$ cat src/logic/card_bus_defs.svh
`ifndef CARD_BUS_DEFS_SVH
`define CARD_BUS_DEFS_SVH

// Register byte offsets.
`define CB_ADDR_W 8
`define CB_OFF_CONFIG 8'h60
`define CB_OFF_COMMAND 8'h64
`define CB_OFF_FOLLOWUP 8'h68
`define CB_OFF_STATUS 8'h6c
`define CB_OFF_IRQ 8'h70

// Configuration fields.
`define CB_CFG_SIE 0
`define CB_CFG_BUSY_LO 1
`define CB_CFG_BUSY_HI 3
`define CB_CFG_PMODE 15
`define CB_CFG_BUSY_RST 3'h5

// Command and follow-up fields.
`define CB_PID_LO 12
`define CB_PID_HI 15
`define CB_SIZE_LO 0
`define CB_SIZE_HI 8
`define CB_FU_EN 0
`define CB_FU_SIZE_LO 1
`define CB_FU_SIZE_HI 9
`define CB_FU_SIZE_RST 9'h001
`define CB_FU_PID_RST 4'h7

// Status bit positions.
`define CB_ST_DONE 0
`define CB_ST_CINT 1
`define CB_ST_TOUT 2
`define CB_ST_CRC 3
`define CB_ST_HSK 4
`define CB_ST_FLAG_LO 12
`define CB_ST_FLAG_HI 15

// Busy timeout is setting times four plus two serial clocks.
`define CB_BUSY_MUL 2
`define CB_BUSY_ADD 2

`endif

$ cat src/logic/card_bus_pkg.sv
package card_bus_pkg;
    // Sequencer states, one-hot.
    typedef enum logic [3:0] {
        ST_IDLE = 4'h1,
        ST_PRIMARY = 4'h2,
        ST_WAIT_INT = 4'h4,
        ST_FOLLOW = 4'h8
    } seq_state_e;
    typedef logic [15:0] reg_word_t;
endpackage : card_bus_pkg

$ cat src/logic/busy_timeout.sv
`timescale 1ns/100ps
`default_nettype none
`include "card_bus_defs.svh"
// Counts serial clock edges while the card is busy and flags an overrun.
module busy_timeout #(
    parameter int CNT_W = 6
) (
    // Clock and reset.
    input wire logic clk,
    input wire logic rst_n,
    // Serial clock rising-edge enable and busy level.
    input wire logic sclk_rise,
    input wire logic busy,
    // Timeout setting; zero disables detection.
    input wire logic [2:0] setting,
    // One-cycle pulse when busy exceeds the limit.
    output logic expired
);
    // The largest limit, seven times four plus two, needs five bits.
    if (CNT_W < 5) begin : g_bad_width
        $error("busy_timeout: counter too narrow");
    end

    logic [CNT_W-1:0] count_r; // Serial clocks spent busy.
    logic fired_r; // Blocks a second pulse in one busy period.
    logic [CNT_W-1:0] limit; // Setting times four plus two.

    assign limit = CNT_W'((setting << `CB_BUSY_MUL) + `CB_BUSY_ADD);

    // Counting only on sampled edges keeps the count in serial clock units.
    always_ff @(posedge clk or negedge rst_n) begin
        if (!rst_n) begin
            count_r <= '0;
            fired_r <= 1'b0;
            expired <= 1'b0;
        end else begin
            expired <= 1'b0;
            if (!busy) begin
                count_r <= '0;
                fired_r <= 1'b0;
            end else if (sclk_rise && setting != 3'h0 && !fired_r) begin
                if (count_r == limit) begin
                    expired <= 1'b1;
                    fired_r <= 1'b1;
                end else begin
                    count_r <= count_r + 1'b1;
                end
            end
        end
    end
endmodule : busy_timeout
`default_nettype wire

$ cat src/logic/card_host_status_autocmd.sv
// Our own choice: the plain strobed port.
`timescale 1ns/100ps
`default_nettype none
`include "card_bus_defs.svh"
// Status and follow-up command logic of the card bus host controller.
module card_host_status_autocmd (
    // Clock and reset.
    input wire logic clk,
    input wire logic rst_n,
    // Register port.
    input wire logic [`CB_ADDR_W-1:0] reg_addr,
    input wire logic [15:0] reg_wdata,
    input wire logic reg_wr,
    input wire logic reg_rd,
    output card_bus_pkg::reg_word_t reg_rdata,
    // Card bus pins, asynchronous to clk.
    input wire logic sclk_pin,
    input wire logic card_int_pin,
    input wire logic card_busy_pin,
    input wire logic [3:0] card_dat_pin,
    output logic bus_state_line,
    // Transfer engine request and results, on clk.
    output logic txn_start,
    output logic [7:0] transfer_protocol_code,
    output logic [8:0] txn_byte_count,
    input wire logic txn_end,
    input wire logic txn_crc_error,
    input wire logic txn_handshake,
    // Configuration seen by the rest of the controller.
    output logic serial_if_enable,
    output logic parallel_mode
);
    import card_bus_pkg::*;

    // Synchronised pins.
    logic sclk_s; // Serial clock level.
    logic int_s; // Card interrupt level.
    logic busy_s; // Card busy level.
    logic [3:0] dat_s; // Data lines.

    pin_sync #(
        .WIDTH(7)
    ) u_sync (
        .clk(clk),
        .rst_n(rst_n),
        .pin_in({sclk_pin, card_int_pin, card_busy_pin, card_dat_pin}),
        .pin_sync_out({sclk_s, int_s, busy_s, dat_s})
    );

    // Edge finders on the synchronised copies.
    logic sclk_d_r; // Previous serial clock level.
    logic int_d_r; // Previous interrupt level.
    logic sclk_rise; // Serial clock rising edge.
    logic int_rise; // Card interrupt onset.

    always_ff @(posedge clk or negedge rst_n) begin
        if (!rst_n) begin
            sclk_d_r <= 1'b0;
            int_d_r <= 1'b0;
        end else begin
            sclk_d_r <= sclk_s;
            int_d_r <= int_s;
        end
    end

    assign sclk_rise = sclk_s & ~sclk_d_r;
    assign int_rise = int_s & ~int_d_r;

    // Register decode.
    logic wr_cfg; // Configuration write.
    logic wr_cmd; // Command write, which also clears status.
    logic wr_fu; // Follow-up register write.
    logic rd_irq; // Controller interrupt register read.

    assign wr_cfg = reg_wr && reg_addr == `CB_OFF_CONFIG;
    assign wr_cmd = reg_wr && reg_addr == `CB_OFF_COMMAND;
    assign wr_fu = reg_wr && reg_addr == `CB_OFF_FOLLOWUP;
    assign rd_irq = reg_rd && reg_addr == `CB_OFF_IRQ;

    // Configuration register.
    logic [2:0] busy_setting_r; // Busy timeout setting.

    // Software clears the interface enable around clock changes.
    always_ff @(posedge clk or negedge rst_n) begin
        if (!rst_n) begin
            serial_if_enable <= 1'b0;
            parallel_mode <= 1'b0;
            busy_setting_r <= `CB_CFG_BUSY_RST;
        end else if (wr_cfg) begin
            serial_if_enable <= reg_wdata[`CB_CFG_SIE];
            parallel_mode <= reg_wdata[`CB_CFG_PMODE];
            busy_setting_r <= reg_wdata[`CB_CFG_BUSY_HI:`CB_CFG_BUSY_LO];
        end
    end

    // Command register contents.
    logic [3:0] cmd_pid_r; // Primary protocol identifier.
    logic [8:0] cmd_size_r; // Primary byte count.

    // The command register only stores; launching is the sequencer's job.
    always_ff @(posedge clk or negedge rst_n) begin
        if (!rst_n) begin
            cmd_pid_r <= 4'h0;
            cmd_size_r <= 9'h000;
        end else if (wr_cmd) begin
            cmd_pid_r <= reg_wdata[`CB_PID_HI:`CB_PID_LO];
            cmd_size_r <= reg_wdata[`CB_SIZE_HI:`CB_SIZE_LO];
        end
    end

    // Follow-up command register.
    logic fu_enable_r; // Follow-up armed.
    logic [8:0] fu_size_r; // Follow-up byte count.
    logic [3:0] fu_pid_r; // Follow-up protocol identifier.
    logic fu_launch; // Follow-up launched this cycle.

    // A software write in the launch cycle wins, so a fresh arm is not lost.
    always_ff @(posedge clk or negedge rst_n) begin
        if (!rst_n) begin
            fu_enable_r <= 1'b0;
            fu_size_r <= `CB_FU_SIZE_RST;
            fu_pid_r <= `CB_FU_PID_RST;
        end else if (wr_fu) begin
            fu_enable_r <= reg_wdata[`CB_FU_EN];
            fu_size_r <= reg_wdata[`CB_FU_SIZE_HI:`CB_FU_SIZE_LO];
            fu_pid_r <= reg_wdata[`CB_PID_HI:`CB_PID_LO];
        end else if (fu_launch) begin
            fu_enable_r <= 1'b0;
        end
    end

    // Sequencer for the primary and follow-up transactions.
    seq_state_e state_r; // Current phase.
    logic primary_done; // Primary ended with no follow-up pending.
    logic follow_done; // Follow-up finished.
    logic timeout_hit; // Busy timeout pulse.

    assign fu_launch = state_r == ST_WAIT_INT && int_rise;
    assign primary_done = state_r == ST_PRIMARY && txn_end && !fu_enable_r;
    assign follow_done = state_r == ST_FOLLOW && txn_end;

    // A new command while busy restarts the sequence; software should not do it.
    always_ff @(posedge clk or negedge rst_n) begin
        if (!rst_n) begin
            state_r <= ST_IDLE;
        end else if (wr_cmd && serial_if_enable) begin
            state_r <= ST_PRIMARY;
        end else begin
            case (state_r)
                ST_IDLE: begin
                    state_r <= ST_IDLE;
                end
                ST_PRIMARY: begin
                    if (timeout_hit) begin
                        state_r <= ST_IDLE;
                    end else if (txn_end) begin
                        state_r <= fu_enable_r ? ST_WAIT_INT : ST_IDLE;
                    end
                end
                ST_WAIT_INT: begin
                    if (int_rise) begin
                        state_r <= ST_FOLLOW;
                    end
                end
                ST_FOLLOW: begin
                    if (txn_end || timeout_hit) begin
                        state_r <= ST_IDLE;
                    end
                end
                default: begin
                    state_r <= ST_IDLE;
                end
            endcase
        end
    end

    // Launch requests to the transfer engine.
    always_ff @(posedge clk or negedge rst_n) begin
        if (!rst_n) begin
            txn_start <= 1'b0;
            transfer_protocol_code <= 8'h00;
            txn_byte_count <= 9'h000;
        end else begin
            txn_start <= 1'b0;
            if (wr_cmd && serial_if_enable) begin
                txn_start <= 1'b1;
                transfer_protocol_code <= {reg_wdata[`CB_PID_HI:`CB_PID_LO],
                    ~reg_wdata[`CB_PID_HI:`CB_PID_LO]};
                txn_byte_count <= reg_wdata[`CB_SIZE_HI:`CB_SIZE_LO];
            end else if (fu_launch) begin
                txn_start <= 1'b1;
                transfer_protocol_code <= {fu_pid_r, ~fu_pid_r};
                txn_byte_count <= fu_size_r;
            end
        end
    end

    // Busy timeout measured in serial clock cycles.
    logic busy_expired; // Pulse from the counter.

    busy_timeout #(
        .CNT_W(6)
    ) u_busy (
        .clk(clk),
        .rst_n(rst_n),
        .sclk_rise(sclk_rise),
        .busy(busy_s && state_r != ST_IDLE),
        .setting(busy_setting_r),
        .expired(busy_expired)
    );

    assign timeout_hit = busy_expired;

    // Bus state line: high while a transaction runs, pulled low on timeout.
    always_ff @(posedge clk or negedge rst_n) begin
        if (!rst_n) begin
            bus_state_line <= 1'b0;
        end else if (timeout_hit) begin
            bus_state_line <= 1'b0;
        end else begin
            bus_state_line <= (wr_cmd && serial_if_enable) || fu_launch
                || (state_r != ST_IDLE && !txn_end);
        end
    end

    // Gate that keeps the card interrupt bit quiet until the irq read.
    logic irq_seen_r; // Controller interrupt register read since last command.

    // The read sets the gate, so a read in the command cycle still counts.
    always_ff @(posedge clk or negedge rst_n) begin
        if (!rst_n) begin
            irq_seen_r <= 1'b0;
        end else if (rd_irq) begin
            irq_seen_r <= 1'b1;
        end else if (wr_cmd) begin
            irq_seen_r <= 1'b0;
        end
    end

    // Sticky status flags; each event beats a same-cycle command clear.
    logic done_r; // Transaction ended.
    logic tout_r; // Busy timeout error.
    logic crc_r; // Read CRC error.
    logic hsk_r; // Handshake seen.
    logic [3:0] flags_r; // Parallel flags: end, error, request, nack.

    always_ff @(posedge clk or negedge rst_n) begin
        if (!rst_n) begin
            done_r <= 1'b1;
        end else if (primary_done || follow_done || timeout_hit || txn_crc_error) begin
            done_r <= 1'b1;
        end else if (wr_cmd) begin
            done_r <= 1'b0;
        end
    end

    always_ff @(posedge clk or negedge rst_n) begin
        if (!rst_n) begin
            tout_r <= 1'b0;
            crc_r <= 1'b0;
            hsk_r <= 1'b0;
        end else begin
            tout_r <= timeout_hit | (tout_r & ~wr_cmd);
            crc_r <= txn_crc_error | (crc_r & ~wr_cmd);
            hsk_r <= txn_handshake | (hsk_r & ~wr_cmd);
        end
    end

    // Data lines are captured at interrupt onset, only in parallel mode.
    always_ff @(posedge clk or negedge rst_n) begin
        if (!rst_n) begin
            flags_r <= 4'h0;
        end else if (int_rise && parallel_mode) begin
            flags_r <= dat_s;
        end else if (wr_cmd) begin
            flags_r <= 4'h0;
        end
    end

    // Card interrupt bit, kept apart from the done bit.
    logic cint; // Live card interrupt indication.

    assign cint = irq_seen_r && (int_s || (parallel_mode && |flags_r));

    // Read data; only a controller interrupt register read changes status, by opening the card interrupt gate.
    reg_word_t status_word; // Assembled status.

    always_comb begin
        status_word = 16'h0000;
        status_word[`CB_ST_DONE] = done_r;
        status_word[`CB_ST_CINT] = cint;
        status_word[`CB_ST_TOUT] = tout_r;
        status_word[`CB_ST_CRC] = crc_r;
        status_word[`CB_ST_HSK] = hsk_r;
        status_word[`CB_ST_FLAG_HI:`CB_ST_FLAG_LO] = flags_r;
    end

    // Unmapped addresses read zero; data stand in the cycle after the strobe.
    always_ff @(posedge clk or negedge rst_n) begin
        if (!rst_n) begin
            reg_rdata <= 16'h0000;
        end else if (reg_rd) begin
            case (reg_addr)
                `CB_OFF_CONFIG: begin
                    reg_rdata <= {parallel_mode, 11'h000, busy_setting_r, serial_if_enable};
                end
                `CB_OFF_COMMAND: begin
                    reg_rdata <= {cmd_pid_r, 3'h0, cmd_size_r};
                end
                `CB_OFF_FOLLOWUP: begin
                    reg_rdata <= {fu_pid_r, 2'h0, fu_size_r, fu_enable_r};
                end
                `CB_OFF_STATUS: begin
                    reg_rdata <= status_word;
                end
                `CB_OFF_IRQ: begin
                    reg_rdata <= {15'h0000, int_s};
                end
                default: begin
                    reg_rdata <= 16'h0000;
                end
            endcase
        end else begin
            reg_rdata <= 16'h0000;
        end
    end

    // Power-down release is handled outside this block.
endmodule : card_host_status_autocmd
`default_nettype wire

$ cat src/logic/pin_sync.sv
`timescale 1ns/100ps
`default_nettype none
// Two-flop synchroniser for pins from outside the clock domain.
module pin_sync #(
    parameter int WIDTH = 1
) (
    // Clock and reset.
    input wire logic clk,
    input wire logic rst_n,
    // Raw pins and synchronised copy.
    input wire logic [WIDTH-1:0] pin_in,
    output logic [WIDTH-1:0] pin_sync_out
);
    // A zero-width bundle has nothing to carry.
    if (WIDTH < 1) begin : g_bad_width
        $error("pin_sync: width must be at least one");
    end

    logic [WIDTH-1:0] meta_r; // First stage, read only by the second.

    // The first stage may go metastable, so only the second stage is used.
    always_ff @(posedge clk or negedge rst_n) begin
        if (!rst_n) begin
            meta_r <= '0;
            pin_sync_out <= '0;
        end else begin
            meta_r <= pin_in;
            pin_sync_out <= meta_r;
        end
    end
endmodule : pin_sync
`default_nettype wire

$ cat config.mk
export PLATFORM = sky130hd
export DESIGN_NAME = card_host_status_autocmd
export DESIGN_NICKNAME = d
export VERILOG_FILES = /design/src/logic/card_bus_pkg.sv /design/src/logic/busy_timeout.sv /design/src/logic/card_host_status_autocmd.sv /design/src/logic/pin_sync.sv
export VERILOG_INCLUDE_DIRS = /design/src /design/src/logic
export SDC_FILE = /design/constraint.sdc
export NUM_CORES = 1
export LEC_CHECK = 0
export ABC_AREA = 1
export BUFFER_PORTS_ARGS = -buffer_cell sky130_fd_sc_hd__clkbuf_2
export CAP_MARGIN = 30
export CELL_PAD_IN_SITES_DETAIL_PLACEMENT = 0
export CELL_PAD_IN_SITES_GLOBAL_PLACEMENT = 1
export CORE_ASPECT_RATIO = 0.8
export CORE_MARGIN = 2
export CORE_UTILIZATION = 42
export DETAILED_ROUTE_END_ITERATION = 7
export GPL_TIMING_DRIVEN = 1
export PLACE_DENSITY = 0.81
export SYNTH_ARGS = -nofsm -noshare
export SYNTH_HDL_FRONTEND = slang
export SYNTH_SLANG_ARGS = --single-unit
$ cat constraint.sdc
create_clock -name clk -period 1.6 [get_ports clk]
set_input_delay 0.32 -clock clk [delete_from_list [all_inputs] [get_ports clk]]
set_output_delay 0.32 -clock clk [all_outputs]
set_load 0.005 [all_outputs]
==> results.yml <==
timing:
  hold_viol_final: 0
  drv_slew: 0
  tns_ns: 0
  fin_crit_ns: 1.49
  worst_slack_ns: 0.114
  finalSetupViolCount: 0
  finalClockSkew_ns: 0.00766
  fmax_ghz: 0.673
  fin_crit_sh_pct: 92.9
drt:
  via_per_inst: 4.94
  first_pass_iters: 5
  drt_iter0_markers: 290
  drc_errors: 0
  wire_per_inst_um: 14.2
  routed_wl_um: 11000
  postRouteAntennaNets: 0
  num_vias: 3818
placed_design:
  io_buffers: 70
  dpl-instance-area_um2: 5290
  pre_cts_slack_ns: 0.0657
  place.gp.congestion: 0.845
  dp_hpwl_um: 7840
  place_inst: 755
synth:
  yosysMostFrequentCell: "nand2_1"
  yosysSeqAreaShare_pct: 54.5
  synth_seq_cells: 102
  synth_cell_types: 29
  netlist_top_cells_area: "dfrtp_1 50%, nand2_1 13%, nand3_1 7.5%"
  synthArstFlopShare_pct: 100
  syn_inst: 540
  yosys-top-cells-count: "158 x nand2_1, 94 x dfrtp_1, 70 x nand3_1, 52 x inv_1, 44 x nor2_1"
  synth_top_area_share_pct: 50.0
  yosys.area.top_type: "dfrtp_1"
  ys_warn_count: 0
  synth_edf_count: 0
  syn_area_um2: 4700
  synth_top_flop_cell: "dfrtp_1"
  avgSynthCellArea_um2: 8.71
final_layout:
  n_fill_cell: 1060
  antenna_cells: 0
  design_area_um2: 5630
  drive_gt1_share_pct: 25.6
  fin_cells: 773
  nNetsFinal: 664
  area_growth_pct: 19.7
clock_tree:
  htreeDepth: 3
  cts_setup_buffers: 0
  cts_sinks: 102
  insertion_delay_ns: 0.35
  clk_pin_slew_ns: 0.07
  numCtsBuffers: 9
  cts_root_buf: "clkbuf_16"
  tritoncts: "built"
  cts_max_path_buffers: 2
grt:
  grt_util_all_layers_pct: 18.6
  grt_overflow_total: 0
  grt_pass1_wl_um: 17400
  grt_max_degree: 57
  antenna_found_initial: 0
  first_global_vias: 3559
pwr:
  p_per_area_nw_per_um2: 953
  p_leak_nw: 2.95
  finalPower_mw: 5.37
  ir_drop_mv: 0.538
job:
  maxCapViolCount: 0
die:
  fp.dieW_um: 122
  dieArea_um2: 12100
  start_util_pct: 43.2
  rows: 34
  die_h_um: 98.6
  ioPinCount: 75
  core_um2: 10900
critical_path:
  path_class: "flip-flop to flip-flop"
  critical_path_arrival_ns: 1.77
  cp_max_fo: 10
  cp-end-kind: "flip-flop"
  critPathLaunchType: "flip-flop"
  critPathRequiredTime_ns: 1.89
status:
  status: "finished, final reports clean"
min_path:
  min_path_type: "input pin to flip-flop"
sequential cells by signal, summed over array words and instances, names as in the netlist, 3 cells and up:
signal,flops
u_busy.count_r,6
cmd_size_r,9
u_sync.pin_sync_out,7
cmd_pid_r,4
txn_byte_count,9
transfer_protocol_code,8
fu_size_r,9
busy_setting_r,3
reg_rdata,14
fu_pid_r,4
u_sync.meta_r,7
flags_r,4
state_r,4
kinds of logic after synthesis:
logic type | count (synthesis) | synth area share, %
buf+inv | 76 | 7.64
compound gates | 48 | 6.89
simple gates | 310 | 30.2
flops | 102 | 54.5
fa+ha+maj | 2 | 0.532
other cells | 1 | 0.0798
xor+xnor | 1 | 0.186
cell usage in the layout, fill, tap and decap left out, types with 3 or more instances in the layout:
cell	n
nand2_1	157
dfrtp_1	94
nand3_1	70
clkbuf_2	69
inv_1	52
nor2_1	44
o21ai_2	19
o21ai_0	15
nand4_1	14
buf_4	14
clkbuf_16	9
nand2_2	8
dfstp_2	8
inv_2	6
nor2_2	6
a21oi_1	6
buf_12	5
nor2_4	3
o21a_1	3
o21ai_1	3
clkinvlp_4	3
per-layer routing:
| layer | GRT usage [%] | vias up | routed length (µm) |
|---|---|---|---|
| met5 | 0 | - | 0 |
| met4 | 6.28 | 0 | 231 |
| met3 | 4.11 | 22 | 615 |
| met2 | 28.7 | 105 | 5010 |
| met1 | 26.1 | 1798 | 5110 |
| li1 | - | 1893 | - |
final timing paths:
check	end	slack [ns]	cells after the start	from
max	txn_byte_count[0]	0.11	6	state_r[1]
min	u_sync.meta_r[5]	0.08	1	card_int_pin
max reg2reg	txn_byte_count[0]	0.11	6	state_r[1]
min reg2reg	u_sync.pin_sync_out[1]	0.35	0	u_sync.meta_r[1]
max in group asynchronous	done_r	0.67	3	rst_n
min in group asynchronous	reg_rdata[14]	0.34	2	rst_n
report_power, final:
group          total, mW  internal [mW]  switching [mW]
Clock               2.24           1.29           0.948
Sequential          2.77           2.70          0.0771
Combinational      0.349          0.130           0.219
stage by stage:
stage	hold WS (ns)	utilization, %
floorplan	0.0244	-
global placement	0.166	48.6
detailed placement	0.166	48.6
CTS	0.0700	51.6
global route	0.0666	51.7
finish	0.0762	51.7
timing repair:
| action | 4_1_cts | 5_1_grt |
|---|---|---|
| hold buffers | 1 | 0 |
| setup endpoints to repair | 0 | 9 |
| endpoints found under the hold margin | 8 | 0 |
| gates resized for setup | 0 | 1 |
final cells by class:
class / count / area, µm² / area share (%)
Multi-Input combinational cell: 364 / 1800 / 31.9
Clock buffer: 11 / 253 / 4.49
Inverter: 58 / 218 / 3.87
Timing Repair Buffer: 89 / 561 / 9.96
Sequential cell: 102 / 2560 / 45.5
Clock inverter: 5 / 57.6 / 1.02
Tap cell: 144 / 180 / 3.20
worst max-delay path, cell delays in order (launching register included):
cell and delay [ns]:
dfrtp_1 0.40, nor2_2 0.32, nand4_4 0.26, buf_4 0.23
nor2_1 0.08, nand2_1 0.06, nand3_1 0.08
No activity file was read; power rests on OpenSTA's default activity.
